--- config.mk ---
export PLATFORM = sky130hd
export DESIGN_NAME = cmp_blank_ctrl
export DESIGN_NICKNAME = d
export VERILOG_FILES = /design/src/cmp_blank_pkg.sv /design/src/cmp_blank_ctrl.sv
export SDC_FILE = /design/constraint.sdc
export NUM_CORES = 1
export LEC_CHECK = 0
export BUFFER_PORTS_ARGS = -buffer_cell sky130_fd_sc_hd__buf_2
export CAP_MARGIN = 40
export CELL_PAD_IN_SITES_DETAIL_PLACEMENT = 0
export CELL_PAD_IN_SITES_GLOBAL_PLACEMENT = 2
export CORE_ASPECT_RATIO = 1.5
export CORE_MARGIN = 1.5
export CORE_UTILIZATION = 39
export CTS_BUF_LIST = sky130_fd_sc_hd__clkbuf_2
export DETAILED_ROUTE_END_ITERATION = 8
export PLACE_DENSITY = 0.94
export SYNTH_ARGS = -nofsm -noshare
export SYNTH_HDL_FRONTEND = slang
export SYNTH_SLANG_ARGS = --single-unit
export TNS_END_PERCENT = 20
--- constraint.sdc ---
create_clock -name pclk -period 5.31 [get_ports pclk]
set_input_delay 0.2655 -clock pclk [delete_from_list [all_inputs] [get_ports pclk]]
set_output_delay 0.2655 -clock pclk [all_outputs]
set_load 0.01 [all_outputs]
--- src/cmp_blank_pkg.sv ---
package cmp_blank_pkg;
	// ==================================================
	// Register byte offsets
	localparam logic [7:0] mask_source_select_off = 8'h00;
	localparam logic [7:0] mask_gating_control_off = 8'h04;
	localparam logic [7:0] output_filter_control_off = 8'h08;
	localparam logic [7:0] voltage_reference_control_off = 8'h0c;
	localparam logic [7:0] comparator_control_off = 8'h10;
	localparam logic [7:0] comparator_status_off = 8'h14;
	// ==================================================
	// Writable bit masks (unimplemented bits read zero)
	localparam logic [15:0] mask_source_select_wmask = 16'h0fff;
	localparam logic [15:0] mask_gating_control_wmask = 16'hbfff;
	localparam logic [15:0] output_filter_control_wmask = 16'h007f;
	localparam logic [15:0] voltage_reference_control_wmask = 16'h07ff;
	localparam logic [15:0] comparator_control_wmask = 16'h0007;
	localparam logic [15:0] reg_reset = 16'h0000;
	// ==================================================
	// Field positions
	localparam int mask_a_lsb = 0;
	localparam int mask_b_lsb = 4;
	localparam int mask_c_lsb = 8;
	localparam int high_low_mask_bit = 15;
	localparam int and_true_to_or_bit = 6;
	localparam int and_inv_to_or_bit = 7;
	localparam int filter_div_lsb = 0;
	localparam int filter_enable_bit = 3;
	localparam int filter_src_lsb = 4;
	localparam int tap_lsb = 0;
	localparam int ladder_supply_bit = 4;
	localparam int ladder_range_bit = 5;
	localparam int ladder_pin_out_bit = 6;
	localparam int ladder_power_bit = 7;
	localparam int band_gap_lsb = 8;
	localparam int pos_ref_bit = 10;
	localparam int neg_input_lsb = 0;
	localparam int polarity_bit = 2;
	// ==================================================
	// Codes
	localparam logic [1:0] neg_sel_pin_b = 2'h0;
	localparam logic [1:0] neg_sel_pin_c = 2'h1;
	localparam logic [1:0] neg_sel_pin_d = 2'h2;
	localparam logic [1:0] neg_sel_band_gap = 2'h3;
	localparam logic [3:0] src_fault_2 = 4'he;
	localparam logic [3:0] src_fault_4 = 4'hf;
	localparam int filter_agree_count = 3;
	localparam int prescale_width = 7;
	typedef enum {filt_low, filt_high} filt_state_t;
endpackage

--- src/cmp_blank_ctrl.sv ---
// The implementer's own choices: the APB interface to the registers and the register addresses.
`timescale 1ns/1ns
module cmp_blank_ctrl (
	// APB
	input wire logic pclk,
	input wire logic presetn,
	input wire logic psel,
	input wire logic penable,
	input wire logic pwrite,
	input wire logic [7:0] paddr,
	input wire logic [31:0] pwdata,
	output logic [31:0] prdata,
	output logic pready,
	output logic pslverr,
	// Mask sources and comparator
	input wire logic [13:0] pwm_outputs,
	input wire logic fault_input_2,
	input wire logic fault_input_4,
	input wire logic [5:0] filter_clock_inputs,
	input wire logic comparator_raw,
	// Analog controls
	output logic [1:0] neg_input_sel,
	output logic [1:0] band_gap_sel,
	output logic pos_ref_source_sel,
	output logic ladder_power_en,
	output logic ladder_pin_out_en,
	output logic ladder_range_sel,
	output logic ladder_supply_sel,
	output logic [3:0] ladder_tap_value,
	// Comparator output
	output logic blank_mask,
	output logic comparator_out
);
	import cmp_blank_pkg::*;

	// ==================================================
	// Registers
	logic [15:0] src_reg, gate_reg, filt_reg, vref_reg, ctrl_reg;
	logic [15:0] next_src, next_gate, next_filt, next_vref, next_ctrl;
	logic [31:0] next_prdata;
	logic [15:0] wr16;
	logic wr_en;

	assign wr16 = pwdata[15:0];
	assign wr_en = psel & penable & pwrite;
	assign pready = 1'b1;
	assign pslverr = 1'b0;

	always_comb begin
		next_src = src_reg;
		next_gate = gate_reg;
		next_filt = filt_reg;
		next_vref = vref_reg;
		next_ctrl = ctrl_reg;
		if (wr_en) begin
			case (paddr)
				mask_source_select_off: next_src = wr16 & mask_source_select_wmask;
				mask_gating_control_off: next_gate = wr16 & mask_gating_control_wmask;
				output_filter_control_off: next_filt = wr16 & output_filter_control_wmask;
				voltage_reference_control_off: next_vref = wr16 & voltage_reference_control_wmask;
				comparator_control_off: next_ctrl = wr16 & comparator_control_wmask;
				default: ;
			endcase
		end
	end

	// ==================================================
	// Source decode, shared by the three mask inputs
	function automatic logic pick_source(input logic [3:0] code,
		input logic [13:0] pwm, input logic f2, input logic f4);
		logic r;
		r = 1'b0;
		case (code)
			src_fault_2: r = f2;
			src_fault_4: r = f4;
			default: r = pwm[code];
		endcase
		return r;
	endfunction

	logic mai, mbi, mci, and_a1, or_term, mask;
	assign mai = pick_source(src_reg[mask_a_lsb +: 4], pwm_outputs,
		fault_input_2, fault_input_4);
	assign mbi = pick_source(src_reg[mask_b_lsb +: 4], pwm_outputs,
		fault_input_2, fault_input_4);
	assign mci = pick_source(src_reg[mask_c_lsb +: 4], pwm_outputs,
		fault_input_2, fault_input_4);

	// Enable order: C, /C, B, /B, A, /A from high bit to low bit
	logic [5:0] terms;
	assign terms = {mci, ~mci, mbi, ~mbi, mai, ~mai};
	// Disabled terms become one so they do not pull the AND low
	assign and_a1 = &(terms | ~gate_reg[5:0]);
	assign or_term = |(terms & gate_reg[13:8]);
	// With all enables zero after reset the mask never asserts
	assign mask = or_term | (and_a1 & gate_reg[and_true_to_or_bit])
		| (~and_a1 & gate_reg[and_inv_to_or_bit]);

	// ==================================================
	// Filter clock: pin-level sources are synchronised, then edge detected
	logic [5:0] clk_meta, clk_sync, clk_prev;
	logic [5:0] next_clk_meta, next_clk_sync, next_clk_prev;
	logic cmp_meta, cmp_sync, next_cmp_meta, next_cmp_sync;
	logic [2:0] fsrc;
	logic src_tick, div_tick;
	logic [prescale_width-1:0] pre_cnt, next_pre_cnt, div_mask;

	assign next_clk_meta = filter_clock_inputs;
	assign next_clk_sync = clk_meta;
	assign next_clk_prev = clk_sync;
	assign next_cmp_meta = comparator_raw;
	assign next_cmp_sync = cmp_meta;
	assign fsrc = filt_reg[filter_src_lsb +: 3];
	// Codes 110 and 111 select no clock, so the filter stalls
	assign src_tick = (fsrc < 3'h6) && clk_sync[fsrc] && !clk_prev[fsrc];
	// Divide by 2^code: tick when the low code bits of the counter are zero
	assign div_mask = prescale_width'((8'h01 << filt_reg[filter_div_lsb +: 3]) - 8'h01);
	assign div_tick = src_tick && ((pre_cnt & div_mask) == '0);
	assign next_pre_cnt = src_tick ? pre_cnt + 1'b1 : pre_cnt;

	// ==================================================
	// Divider cross-check: source ticks seen since the last divided tick
	// A new divide code restarts the check, as the counter phase is unknown
	logic [7:0] gap, next_gap;
	logic gap_valid, next_gap_valid;
	logic [7:0] div_ratio;
	assign div_ratio = 8'h01 << filt_reg[filter_div_lsb +: 3];
	always_comb begin
		next_gap = gap;
		next_gap_valid = gap_valid;
		if (div_tick) begin
			next_gap = 8'h00;
			next_gap_valid = 1'b1;
		end else if (src_tick && gap != 8'hff) begin
			next_gap = gap + 8'h01;
		end
		if (wr_en && paddr == output_filter_control_off) begin
			next_gap_valid = 1'b0;
		end
	end

	// ==================================================
	// Digital filter
	logic polarity_out;
	logic [1:0] agree, next_agree;
	filt_state_t fstate, next_fstate;
	assign polarity_out = cmp_sync ^ ctrl_reg[polarity_bit];

	always_comb begin
		next_fstate = fstate;
		next_agree = agree;
		if (div_tick) begin
			case (fstate)
				filt_low: begin
					next_agree = polarity_out ? agree + 2'h1 : 2'h0;
					if (polarity_out && agree == 2'(filter_agree_count - 1)) begin
						next_fstate = filt_high;
						next_agree = 2'h0;
					end
				end
				filt_high: begin
					next_agree = !polarity_out ? agree + 2'h1 : 2'h0;
					if (!polarity_out && agree == 2'(filter_agree_count - 1)) begin
						next_fstate = filt_low;
						next_agree = 2'h0;
					end
				end
				default: next_fstate = filt_low;
			endcase
		end
	end

	logic filtered, deasserted, next_out;
	assign filtered = filt_reg[filter_enable_bit] ? (fstate == filt_high)
		: polarity_out;
	// Mask select set: idle level is one, so a zero is blocked
	assign deasserted = gate_reg[high_low_mask_bit];
	assign next_out = mask ? deasserted : filtered;

	// ==================================================
	// Read mux
	always_comb begin
		next_prdata = 32'h00000000;
		if (psel && !penable && !pwrite) begin
			case (paddr)
				mask_source_select_off: next_prdata = {16'h0000, src_reg};
				mask_gating_control_off: next_prdata = {16'h0000, gate_reg};
				output_filter_control_off: next_prdata = {16'h0000, filt_reg};
				voltage_reference_control_off: next_prdata = {16'h0000, vref_reg};
				comparator_control_off: next_prdata = {16'h0000, ctrl_reg};
				comparator_status_off: next_prdata = {30'h00000000, mask, comparator_out};
				default: next_prdata = 32'h00000000;
			endcase
		end else if (psel && penable) begin
			next_prdata = prdata;
		end
	end

	always_ff @(posedge pclk or negedge presetn) begin
		if (!presetn) begin
			src_reg <= reg_reset;
			gate_reg <= reg_reset;
			filt_reg <= reg_reset;
			vref_reg <= reg_reset;
			ctrl_reg <= reg_reset;
			prdata <= 32'h00000000;
			clk_meta <= 6'h00;
			clk_sync <= 6'h00;
			clk_prev <= 6'h00;
			cmp_meta <= 1'b0;
			cmp_sync <= 1'b0;
			pre_cnt <= '0;
			fstate <= filt_low;
			agree <= 2'h0;
			gap <= 8'h00;
			gap_valid <= 1'b0;
			blank_mask <= 1'b0;
			comparator_out <= 1'b0;
		end else begin
			src_reg <= next_src;
			gate_reg <= next_gate;
			filt_reg <= next_filt;
			vref_reg <= next_vref;
			ctrl_reg <= next_ctrl;
			prdata <= next_prdata;
			clk_meta <= next_clk_meta;
			clk_sync <= next_clk_sync;
			clk_prev <= next_clk_prev;
			cmp_meta <= next_cmp_meta;
			cmp_sync <= next_cmp_sync;
			pre_cnt <= next_pre_cnt;
			fstate <= next_fstate;
			agree <= next_agree;
			gap <= next_gap;
			gap_valid <= next_gap_valid;
			blank_mask <= mask;
			comparator_out <= next_out;
		end
	end

	// ==================================================
	// Analog controls, private to this comparator instance
	assign neg_input_sel = ctrl_reg[neg_input_lsb +: 2];
	assign band_gap_sel = vref_reg[band_gap_lsb +: 2];
	assign pos_ref_source_sel = vref_reg[pos_ref_bit];
	assign ladder_power_en = vref_reg[ladder_power_bit];
	assign ladder_pin_out_en = vref_reg[ladder_pin_out_bit];
	assign ladder_range_sel = vref_reg[ladder_range_bit];
	assign ladder_supply_sel = vref_reg[ladder_supply_bit];
	assign ladder_tap_value = vref_reg[tap_lsb +: 4];

	// ==================================================
	// Checks
	chk_mask_holds_out: assert property (@(posedge pclk) disable iff (!presetn)
		mask |=> comparator_out == $past(gate_reg[high_low_mask_bit]))
		else $error("masked output not deasserted");
	chk_bypass_follows: assert property (@(posedge pclk) disable iff (!presetn)
		!mask && !filt_reg[filter_enable_bit] |=> comparator_out == $past(polarity_out))
		else $error("bypass path wrong");
	chk_filter_three: assert property (@(posedge pclk) disable iff (!presetn)
		fstate != $past(fstate) |-> $past(agree) == 2'h2 && $past(div_tick))
		else $error("filter changed early");
	chk_unimpl_zero: assert property (@(posedge pclk) disable iff (!presetn)
		(src_reg[15:12] == 4'h0) && !gate_reg[14] && (filt_reg[15:7] == 9'h000)
		&& (vref_reg[15:11] == 5'h00))
		else $error("unimplemented bit set");
	chk_or_gate_term: assert property (@(posedge pclk) disable iff (!presetn)
		gate_reg[13] && mci |-> mask)
		else $error("or term ignored");
	chk_and_gate: assert property (@(posedge pclk) disable iff (!presetn)
		gate_reg[13:0] == 14'h0060 |-> mask == mci)
		else $error("and gate wrong");
	chk_fault_src: assert property (@(posedge pclk) disable iff (!presetn)
		src_reg[3:0] == src_fault_4 |-> mai == fault_input_4)
		else $error("fault source wrong");
	chk_div_rate: assert property (@(posedge pclk) disable iff (!presetn)
		div_tick && filt_reg[2:0] != 3'h0 |-> pre_cnt[0] == 1'b0)
		else $error("prescaler wrong");
	chk_div_gap: assert property (@(posedge pclk) disable iff (!presetn)
		div_tick && gap_valid |-> gap == div_ratio - 8'h01)
		else $error("divided tick spacing wrong");
	chk_mask_register: assert property (@(posedge pclk) disable iff (!presetn)
		1'b1 |=> blank_mask == $past(mask))
		else $error("blank mask not registered");
	chk_filter_hold: assert property (@(posedge pclk) disable iff (!presetn)
		!div_tick |=> fstate == $past(fstate))
		else $error("filter moved without tick");
	chk_fault_b_src: assert property (@(posedge pclk) disable iff (!presetn)
		src_reg[7:4] == src_fault_2 |-> mbi == fault_input_2)
		else $error("mask b fault source wrong");
endmodule

==> results of run 1 <==
==> cell type report <==
cell class              instances  area share
well taps                     153      0.0341
clock inverters                 7      0.0116
diodes                          1    0.000446
repair buffers                111       0.129
flip-flops and latches         95       0.424
clock buffers                   9     0.00803
multi-input cells             258       0.388
inverters                       7     0.00469
==> worst reg2reg max path: cells and delay by family (launching register included) <==
kind / cells / cell delay, ns
compound gates: 1 / 0.38
flops: 1 / 0.61
mux: 5 / 1.94
==> power groups by stage <==
stage          clock network [mW]  registers, mW  logic (mW)
6_report                    0.342          0.814       0.186
4_1_cts                     0.354          0.815       0.188
2_1_floorplan                   0          0.815       0.120
5_1_grt                     0.384          0.823       0.210
3_3_place_gp                    0          0.824       0.164
3_5_place_dp                    0          0.828       0.173
==> layer usage <==
layer	part of all wire	up-vias	GRT usage
li1	-	1567	-
met3	0.039	12	0.0220
met4	0.015	0	0.0670
met2	0.52	94	0.293
met1	0.42	1675	0.223
met5	0	-	0
==> how the worst max path moves through the flow <==
stage	start	to	slack, ns	cells after the start
final	src_reg[0]$_DFFE_PN0P_	comparator_out$_DFF_PN0_	2.33	6
after global routing	src_reg[0]$_DFFE_PN0P_	comparator_out$_DFF_PN0_	2.24	7
after CTS	src_reg[0]$_DFFE_PN0P_	comparator_out$_DFF_PN0_	2.36	6
after detailed placement	src_reg[0]$_DFFE_PN0P_	comparator_out$_DFF_PN0_	2.37	6
after global placement	paddr[0]	src_reg[8]$_DFFE_PN0P_	2.26	6
after floorplan	src_reg[0]$_DFFE_PN0P_	comparator_out$_DFF_PN0_	2.68	7
==> stage by stage <==
stage,area [sq um],hold WS [ns]
floorplan,4830,-0.0301
global placement,5190,0.121
detailed placement,5240,0.127
CTS,5600,0.00633
global route,5610,0.00937
finish,5610,0.0205
==> synth_stat cells, types with 2 or more instances <==
| cell | n |
|---|---|
| dfrtp_1 | 95 |
| mux2_2 | 53 |
| nand2_1 | 26 |
| buf_4 | 22 |
| mux2i_1 | 20 |
| nor2_1 | 16 |
| a22oi_1 | 13 |
| clkbuf_1 | 13 |
| o21ai_0 | 12 |
| mux4_2 | 8 |
| nand3_1 | 8 |
| inv_1 | 7 |
| xor2_1 | 6 |
| a31oi_1 | 5 |
| buf_2 | 4 |
| mux4_1 | 4 |
| nor2b_1 | 4 |
| xnor2_1 | 4 |
| a211oi_1 | 3 |
| a21o_1 | 3 |
| a21oi_1 | 3 |
| a221oi_1 | 3 |
| ha_1 | 3 |
| mux2_4 | 3 |
| nand4_1 | 3 |
| nand4b_1 | 3 |
| nor3_1 | 3 |
| a31o_2 | 2 |
| and2_1 | 2 |
| buf_1 | 2 |
| conb_1 | 2 |
| nand3b_1 | 2 |
| nor3_2 | 2 |
| nor3b_1 | 2 |
| o22a_1 | 2 |
| o31ai_1 | 2 |
| or3_1 | 2 |
==> cell families (layout without fill, tap and decap cells) <==
| family | count (synthesis) | count (layout) | share of synthesized area |
|---|---|---|---|
| buf+inv | 49 | 134 | 0.0585 |
| simple gates | 80 | 80 | 0.0853 |
| other cells | 2 | 20 | 0.00158 |
| compound gates | 58 | 58 | 0.0929 |
| fa+ha+maj | 3 | 3 | 0.00788 |
| mux | 88 | 88 | 0.237 |
| xor+xnor | 10 | 10 | 0.0184 |
| flops | 95 | 95 | 0.499 |
==> repair_timing <==
action,4_1_cts,5_1_grt
endpoints found under the hold margin,85,0
setup buffers,0,0
gates resized for setup,0,0
hold buffers,25,0
==> run metrics, run 1 <==
CTS sink cnt 95; largest net degree at the start of global routing 70; Sequential Power Share 0.606; total die area 0.0129 sq mm; Crit Reg-Reg Startpoint src_reg[0]$_DFFE_PN0P_; number of nets with antenna violations after routing 0; Netlist cell types 55; post-synthesis area per instance 12.4 sq um; # rows 49; setup violators final 0; Post-synth EDFFs 0; Leakage 2.66 nW; Layout Utilization 0.469; Synth Flop Type dfrtp_1; die width ~93 microns; register area 0.00238 sq mm; CP most frequent cell mux2_4; I/O Pins 117; NetSw 0.405 mW; Final nets between 500 and 600; Synth area leader dfrtp_1; vias per cell approximately 5.2; Seq/Total Area, Yosys 0.499; # Max-Cap Violations 0; most frequent cells in the layout dfrtp_1, buf_2, mux2_2; footprint of the multi-input gates about 0.0022 sq mm; Port Buffer Count 80; CP required between 5 and 6 ns; vias in the first global route approximately 3,400; Clock Latency Late Sink 0.60 ns; first-pass GRT wire length 17,300 microns; fmax 336 MHz; Synth area leaders dfrtp_1, mux2_2, mux2i_1; Synth Instances about 390; Via Count roughly 3,300; CTS Buf Count 9; worst vdd ir ~86 uV; top cell type's share of synthesized area 0.499; final WL 10,700 microns; Total GRT Usage 0.173; critical path's slowest cell dfrtp_1; Register-to-Register Path Depth 6; Yosys reg bits 95; filler cell count 1,117; Starting Density 0.399; layout cell share with drive strength beyond 1 0.359; HPWL after DPL 8070 microns; initial antenna violation count 1; crit-path leading delay family multiplexers; drt wl/cell about 17 microns; most common cell after layout, fill and taps aside dfrtp_1; Post-Place Cells around 600; Async S/R FF share, synth 1.00; drt drc 0; setup TNS 0 ns; Cell Pwr Density 239 mW/mm^2; crit start category flip-flop; Clock Skew around 0.030 ns; post-layout instance count excluding filler cells 641; GRT Residual Overflow 0; Syn-to-layout area delta 17.6%; H-tree depth 3; Worst Path Arrival 3.50 ns; Buf/Inv on CP 0; worst slew pin tran 0.815 ns; fin worst setup slack about 2.3 ns; Tcrit/Tclk final 0.561; critical path class flip-flop to flip-flop; max_slew headroom 0.455; Total Power 1.34 mW; Worst Hold Class primary input to asynchronous set/reset pin; Critical R2R Capture comparator_out$_DFF_PN0_; height of the die 138 microns; routability-driven placement congestion ratio 0.840; RSZ-0062 raised after global routing no; CP Capture Type flip-flop; Max FO, Critical Path 6; clock power share 0.255; clock root buffer clkbuf_2; Core ar. 0.0120 sq mm; combinational fraction of design power 0.139; Synth Cell Area 0.00477 sq mm; Cell Chain, Critical Path mux4_2, mux2i_1, mux2_2, a2111oi_4, mux2_4, mux2_4; warnings from Yosys 0; flop2flop setup slack about 2.3 ns; Post-Place Worst Slack ~2.4 ns; clock-pin slew on the worst setup and hold paths roughly 0.28 ns; DRT Pass-1 Iters 6; Internal roughly 0.94 mW; Starting DRT DRC Count 120; Switching Share 0.302; outcome complete, no violations; Longest Clk Path Bufs 2; TritonCTS clock tree yes; Slew Viols, Final 0; final hold violations 0; crit-path max cell delay about 0.61 ns; fin crit period 2.98 ns
(Power assumes the default switching activity.)
==> inputs of run 2 (changes only) <==
--- a/config.mk
+++ b/config.mk
@@ -5,16 +5,17 @@
 export SDC_FILE = /design/constraint.sdc
 export NUM_CORES = 1
 export LEC_CHECK = 0
+export ABC_AREA = 1
 export BUFFER_PORTS_ARGS = -buffer_cell sky130_fd_sc_hd__buf_2
 export CAP_MARGIN = 40
 export CELL_PAD_IN_SITES_DETAIL_PLACEMENT = 0
 export CELL_PAD_IN_SITES_GLOBAL_PLACEMENT = 2
 export CORE_ASPECT_RATIO = 1.5
 export CORE_MARGIN = 1.5
-export CORE_UTILIZATION = 39
+export CORE_UTILIZATION = 29
 export CTS_BUF_LIST = sky130_fd_sc_hd__clkbuf_2
 export DETAILED_ROUTE_END_ITERATION = 8
-export PLACE_DENSITY = 0.94
+export PLACE_DENSITY = 0.85
 export SYNTH_ARGS = -nofsm -noshare
 export SYNTH_HDL_FRONTEND = slang
 export SYNTH_SLANG_ARGS = --single-unit
==> constraint.sdc (replaced) <==
create_clock -name pclk -period 2.4 [get_ports pclk]
set_input_delay 0.12 -clock pclk [delete_from_list [all_inputs] [get_ports pclk]]
set_output_delay 0.12 -clock pclk [all_outputs]
set_load 0.01 [all_outputs]
==> run metrics, run 2 <==
Clock Latency Late Sink 0.58 ns; CP Capture Type flip-flop; Worst Hold Class primary input to flip-flop; Clock Skew 0.0363 ns; post-cts gate resize count 0; largest net degree at the start of global routing 56; Starting Density 0.298; # rows 57; DRT Pass-1 Iters 7; Tcrit/Tclk final 0.873; Longest Clk Path Bufs 2; fin crit period approximately 2.1 ns; vias per cell about 4.7; Design Area, Final 0.00572 sq mm; outcome complete, no violations; total die area 0.0175 sq mm; fmax 477 MHz; warnings from Yosys 0; first-pass GRT wire length ~21,000 microns; Min Hold Slack 0.0825 ns; crit start category flip-flop; Post-Place Worst Slack approximately 0.33 ns; setup TNS 0 ns; setup violators final 0; H-tree depth 3; Synth Flop Type dfrtp_1; critical path's slowest cell dfrtp_1; drt drc 0; crit-path leading delay family simple AND/OR/NAND/NOR gates; number of nets with antenna violations after routing 0; Synth Cell Area 0.00484 sq mm; worst slew pin tran 0.747 ns; Synth Instances 590; Buf/Inv on CP 1; Worst Path Arrival 2.59 ns; Leakage 2.87 nW; most frequent cells in the layout nand2_1, dfrtp_1, buf_2; CTS Buf Count 9; post-synthesis area per instance 8.21 sq um; max_slew headroom 0.500; vias in the first global route between 4,000 and 5,000; Total GRT Usage 0.159; Netlist cell types 41; initial antenna violation count 1; Cell Pwr Density ~510 mW/mm^2; critical path class flip-flop to flip-flop; CTS sink cnt 95; Post-CTS Setup Inserts 0; crit-path max cell delay 0.53 ns; Starting DRT DRC Count 221; CP required roughly 2.9 ns; Slew Viols, Final 0; Synth area leaders dfrtp_1, nand2_1, nand3_1; Final nets 762; Cell Chain, Critical Path nor2_1, nand2_1, ha_1, inv_1, o21ai_0, nand2_1, nor2_1, nor4_2, nand4_1, mux2i_1; Layout Utilization 0.352; Async S/R FF share, synth 1.00; final WL 13,100 microns; Max FO, Critical Path 9; RSZ-0062 raised after global routing no; Post-synth EDFFs 0; post-layout instance count excluding filler cells 903; most frequent cells after synthesis nand2_1, dfrtp_1, inv_1; GRT Residual Overflow 0; worst vdd ir 262 uV; routability-driven placement congestion ratio 0.859; fin worst setup slack 0.305 ns; clock-pin slew on the worst setup and hold paths 0.28 ns; Post-Place Cells between 800 and 900; clock root buffer clkbuf_2; most frequent cell after synthesis nand2_1; Seq/Total Area, Yosys 0.491; most common cell after layout, fill and taps aside nand2_1; Synth area leader dfrtp_1; TritonCTS clock tree yes; Core ar. 0.0163 sq mm; drt wl/cell 14.5 microns; HPWL after DPL 10,300 microns; Via Count around 4,300; I/O Pins 117; final hold violations 0; die width 109 microns; layout cell share with drive strength beyond 1 0.193; Port Buffer Count 80; top cell type's share of synthesized area 0.491; height of the die 161 microns; Total Power between 2 and 3 mW; Post-DP Area 0.00537 sq mm; # Max-Cap Violations 0; Syn-to-layout area delta 18.1%; Yosys reg bits 95
[run 2: worst paths after layout]
path / cells past startpoint / from / slack [ns] / endpoint
max: 10 / filt_reg[1]$_DFFE_PN0P_ / 0.30 / fstate[0]$_DFFE_PN0P_
max in group asynchronous: 3 / presetn / 1.67 / gate_reg[4]$_DFFE_PN0P_
max reg2reg: 10 / filt_reg[1]$_DFFE_PN0P_ / 0.30 / fstate[0]$_DFFE_PN0P_
min reg2reg: 0 / clk_meta[4]$_DFF_PN0_ / 0.38 / clk_sync[4]$_DFF_PN0_
min in group asynchronous: 2 / presetn / 0.10 / vref_reg[4]$_DFFE_PN0P_
min: 8 / paddr[3] / 0.08 / prdata[1]$_DFFE_PN0P_
[run 2: power breakdown]
part	internal [mW]	switching, mW	total [mW]
logic	0.166	0.247	0.412
clock network	0.152	0.564	0.716
registers	1.70	0.0786	1.78
[run 2: cells by family (layout without fill, tap and decap cells)]
family | after synthesis | after routing | share of synthesized area
multiplexers | 3 | 3 | 0.00672
XOR/XNOR | 6 | 6 | 0.0108
buffers and inverters | 109 | 198 | 0.112
other | 2 | 20 | 0.00155
AO/OA/AOI/OAI | 100 | 100 | 0.119
flip-flops | 95 | 95 | 0.491
AND/OR/NAND/NOR | 272 | 272 | 0.251
adder cells (fa/ha/maj) | 3 | 3 | 0.00775
[run 2: repair_timing]
item | CTS | global route
hold buffers | 25 | 0
hold endpoints to repair | 132 | 0
endpoints found under the setup margin | 0 | 0
[run 2: area by class of cell]
class / count / area [sq um]
Antenna cell: 1 / 2.50
Tap cell: 206 / 258
Clock inverter: 7 / 52.6
Sequential cell: 95 / 2380
Fill cell: 1748 / 10500
Multi-Input combinational cell: 403 / 1990
Timing Repair Buffer: 112 / 718
Inverter: 70 / 280
Clock buffer: 9 / 45.0
[run 2: per-layer routing]
layer | wire length, microns | vias up | track usage
met4 | 463 | 0 | 0.0783
met2 | 6850 | 132 | 0.284
met1 | 5130 | 2003 | 0.178
met5 | 0 | - | 0
li1 | - | 2092 | -
met3 | 641 | 27 | 0.0291
[run 2: worst reg2reg max path, delay by kind of cell, from the launching register on]
kind | cells | cell delay (ns)
buffers and inverters | 1 | 0.10
flip-flops | 1 | 0.53
AND/OR/NAND/NOR | 6 | 0.91
adder cells (fa/ha/maj) | 1 | 0.23
multiplexers | 1 | 0.18
AO/OA/AOI/OAI | 1 | 0.08
==> inputs of run 3 (changes only) <==
--- a/config.mk
+++ b/config.mk
@@ -16,6 +16,8 @@
 export CTS_BUF_LIST = sky130_fd_sc_hd__clkbuf_2
 export DETAILED_ROUTE_END_ITERATION = 8
 export PLACE_DENSITY = 0.85
+export RECOVER_POWER = 50
+export SLEW_MARGIN = 30
 export SYNTH_ARGS = -nofsm -noshare
 export SYNTH_HDL_FRONTEND = slang
 export SYNTH_SLANG_ARGS = --single-unit
==> run metrics, run 3 (synthesis gave the netlist of run 2 again) <==
drt wl/cell 14.5 microns; layout cell share with drive strength beyond 1 0.190; register area around 0.0024 sq mm; filler cell count 1,755; Design Area, Final 0.00569 sq mm; fin worst setup slack 0.308 ns; RSZ-0062 raised after global routing no; crit-path max cell delay 0.53 ns; NetSw 0.888 mW; Post-Place Cells 861; clock root buffer clkbuf_2; fin crit period 2.09 ns; CTS sink cnt 95; H-tree depth 3; die width 109 microns; # rows 57; CP required 2.90 ns; worst vdd ir 262 uV; hold worst-path end prdata[1]$_DFFE_PN0P_; Sequential Power Share 0.612; max_slew headroom 0.0957; Clock Skew 0.0381 ns; hold path depth 9; Worst Hold Class primary input to flip-flop; CTS Buf Count 9; total die area approximately 0.018 sq mm; Max FO, Critical Path 9; Tcrit/Tclk final 0.872; Critical R2R Capture fstate[0]$_DFFE_PN0P_; height of the die 161 microns; I/O Pins 117; # Max-Cap Violations 0; Syn-to-layout area delta 17.6%; clock-pin slew on the worst setup and hold paths ~0.29 ns; largest net degree at the start of global routing 56; critical path class flip-flop to flip-flop; most frequent cells in the layout nand2_1, dfrtp_1, buf_2; setup TNS 0 ns; Longest Clk Path Bufs 2; most common cell after layout, fill and taps aside nand2_1; Total GRT Usage 0.159; vias per cell 4.69; TritonCTS clock tree yes; flop2flop setup slack 0.31 ns; crit start category flip-flop; Crit Reg-Reg Startpoint filt_reg[1]$_DFFE_PN0P_; Slew Viols, Final 0; Core ar. 0.0163 sq mm; combinational fraction of design power 0.141; Post-CTS Setup Inserts 0; Starting Density 0.298; Via Count 4,232; GRT Residual Overflow 0; Post-DP Area between 0.005 and 0.006 sq mm; initial antenna violation count 1; number of nets with antenna violations after routing 0; vias in the first global route 4,313; Leakage 2.85 nW; clock power share 0.247; Clock Latency Late Sink 0.58 ns; post-layout instance count excluding filler cells 903; post-cts gate resize count 0; worst slew pin tran 1.36 ns; Cell Pwr Density 509 mW/mm^2; outcome complete, no violations; final hold violations 0; Port Buffer Count 80; Switching Share 0.306; HPWL after DPL 10,300 microns; fmax 478 MHz; critical path's slowest cell dfrtp_1; drt drc 0; footprint of the multi-input gates 0.00199 sq mm; CP Capture Type flip-flop; Internal 2.01 mW; setup violators final 0; Layout Utilization 0.350; Starting DRT DRC Count 232; Cell Chain, Critical Path nor2_1, nand2_1, ha_1, inv_1, o21ai_0, nand2_1, nor2_1, nor4_2, nand4_1, mux2i_1; final WL 13,100 microns; first-pass GRT wire length 21,400 microns; Register-to-Register Path Depth 10; DRT Pass-1 Iters 5; CTS Hold Bufs 25; Final nets 762; routability-driven placement congestion ratio 0.859; Worst Path Arrival 2.59 ns; Post-Place Worst Slack between 0.3 and 0.4 ns; Hold Startpoint paddr[4]
[run 3: worst max-delay path by stage]
stage / start / endpoint / slack (ns)
2_1_floorplan: filt_reg[1]$_DFFE_PN0P_ / fstate[0]$_DFFE_PN0P_ / 0.57
3_3_place_gp: filt_reg[1]$_DFFE_PN0P_ / fstate[0]$_DFFE_PN0P_ / 0.37
3_5_place_dp: filt_reg[1]$_DFFE_PN0P_ / fstate[0]$_DFFE_PN0P_ / 0.33
4_1_cts: filt_reg[1]$_DFFE_PN0P_ / fstate[0]$_DFFE_PN0P_ / 0.28
5_1_grt: filt_reg[1]$_DFFE_PN0P_ / agree[1]$_DFFE_PN0P_ / 0.002
6_report: filt_reg[1]$_DFFE_PN0P_ / fstate[0]$_DFFE_PN0P_ / 0.31
[run 3: metal layers]
layer  track usage  wire length (microns)  vias up  share of wire
met5             0                      0        -              0
met4        0.0783                    506        0          0.039
met3        0.0291                    539       29          0.041
met2         0.284                   6820      119           0.52
met1         0.178                   5230     1994           0.40
li1              -                      -     2090              -
[run 3: cell type report]
cell class	instances	share of cell area
Antenna cell	1	0.000439
Clock buffer	9	0.00791
Clock inverter	7	0.00923
Inverter	70	0.0492
Multi-Input combinational cell	403	0.349
Sequential cell	95	0.417
Tap cell	206	0.0453
Timing Repair Buffer	112	0.122
[run 3: power groups by stage]
stage | Combinational, mW | Clock, mW | Sequential, mW
2_1_floorplan | 0.256 | 0 | 1.78
6_report | 0.408 | 0.716 | 1.77
3_5_place_dp | 0.386 | 0 | 1.80
3_3_place_gp | 0.372 | 0 | 1.80
5_1_grt | 0.468 | 0.824 | 1.79
4_1_cts | 0.418 | 0.749 | 1.78
[run 3: worst max-delay path, delay by kind of cell (launching register included)]
kind | cells | cell delay (ns)
buffers and inverters | 1 | 0.10
DFF | 1 | 0.53
adders and majority gates | 1 | 0.23
and+or+nand+nor | 6 | 0.91
muxes | 1 | 0.18
AOI/OAI and AO/OA | 1 | 0.08
[run 3: metrics by stage]
step / hold slack (ns) / power [mW]
floorplan: -0.176 / 2.04
global placement: 0.201 / 2.17
detailed placement: 0.219 / 2.19
CTS: 0.0194 / 2.94
global route: 0.0202 / 3.08
finish: 0.0811 / 2.90
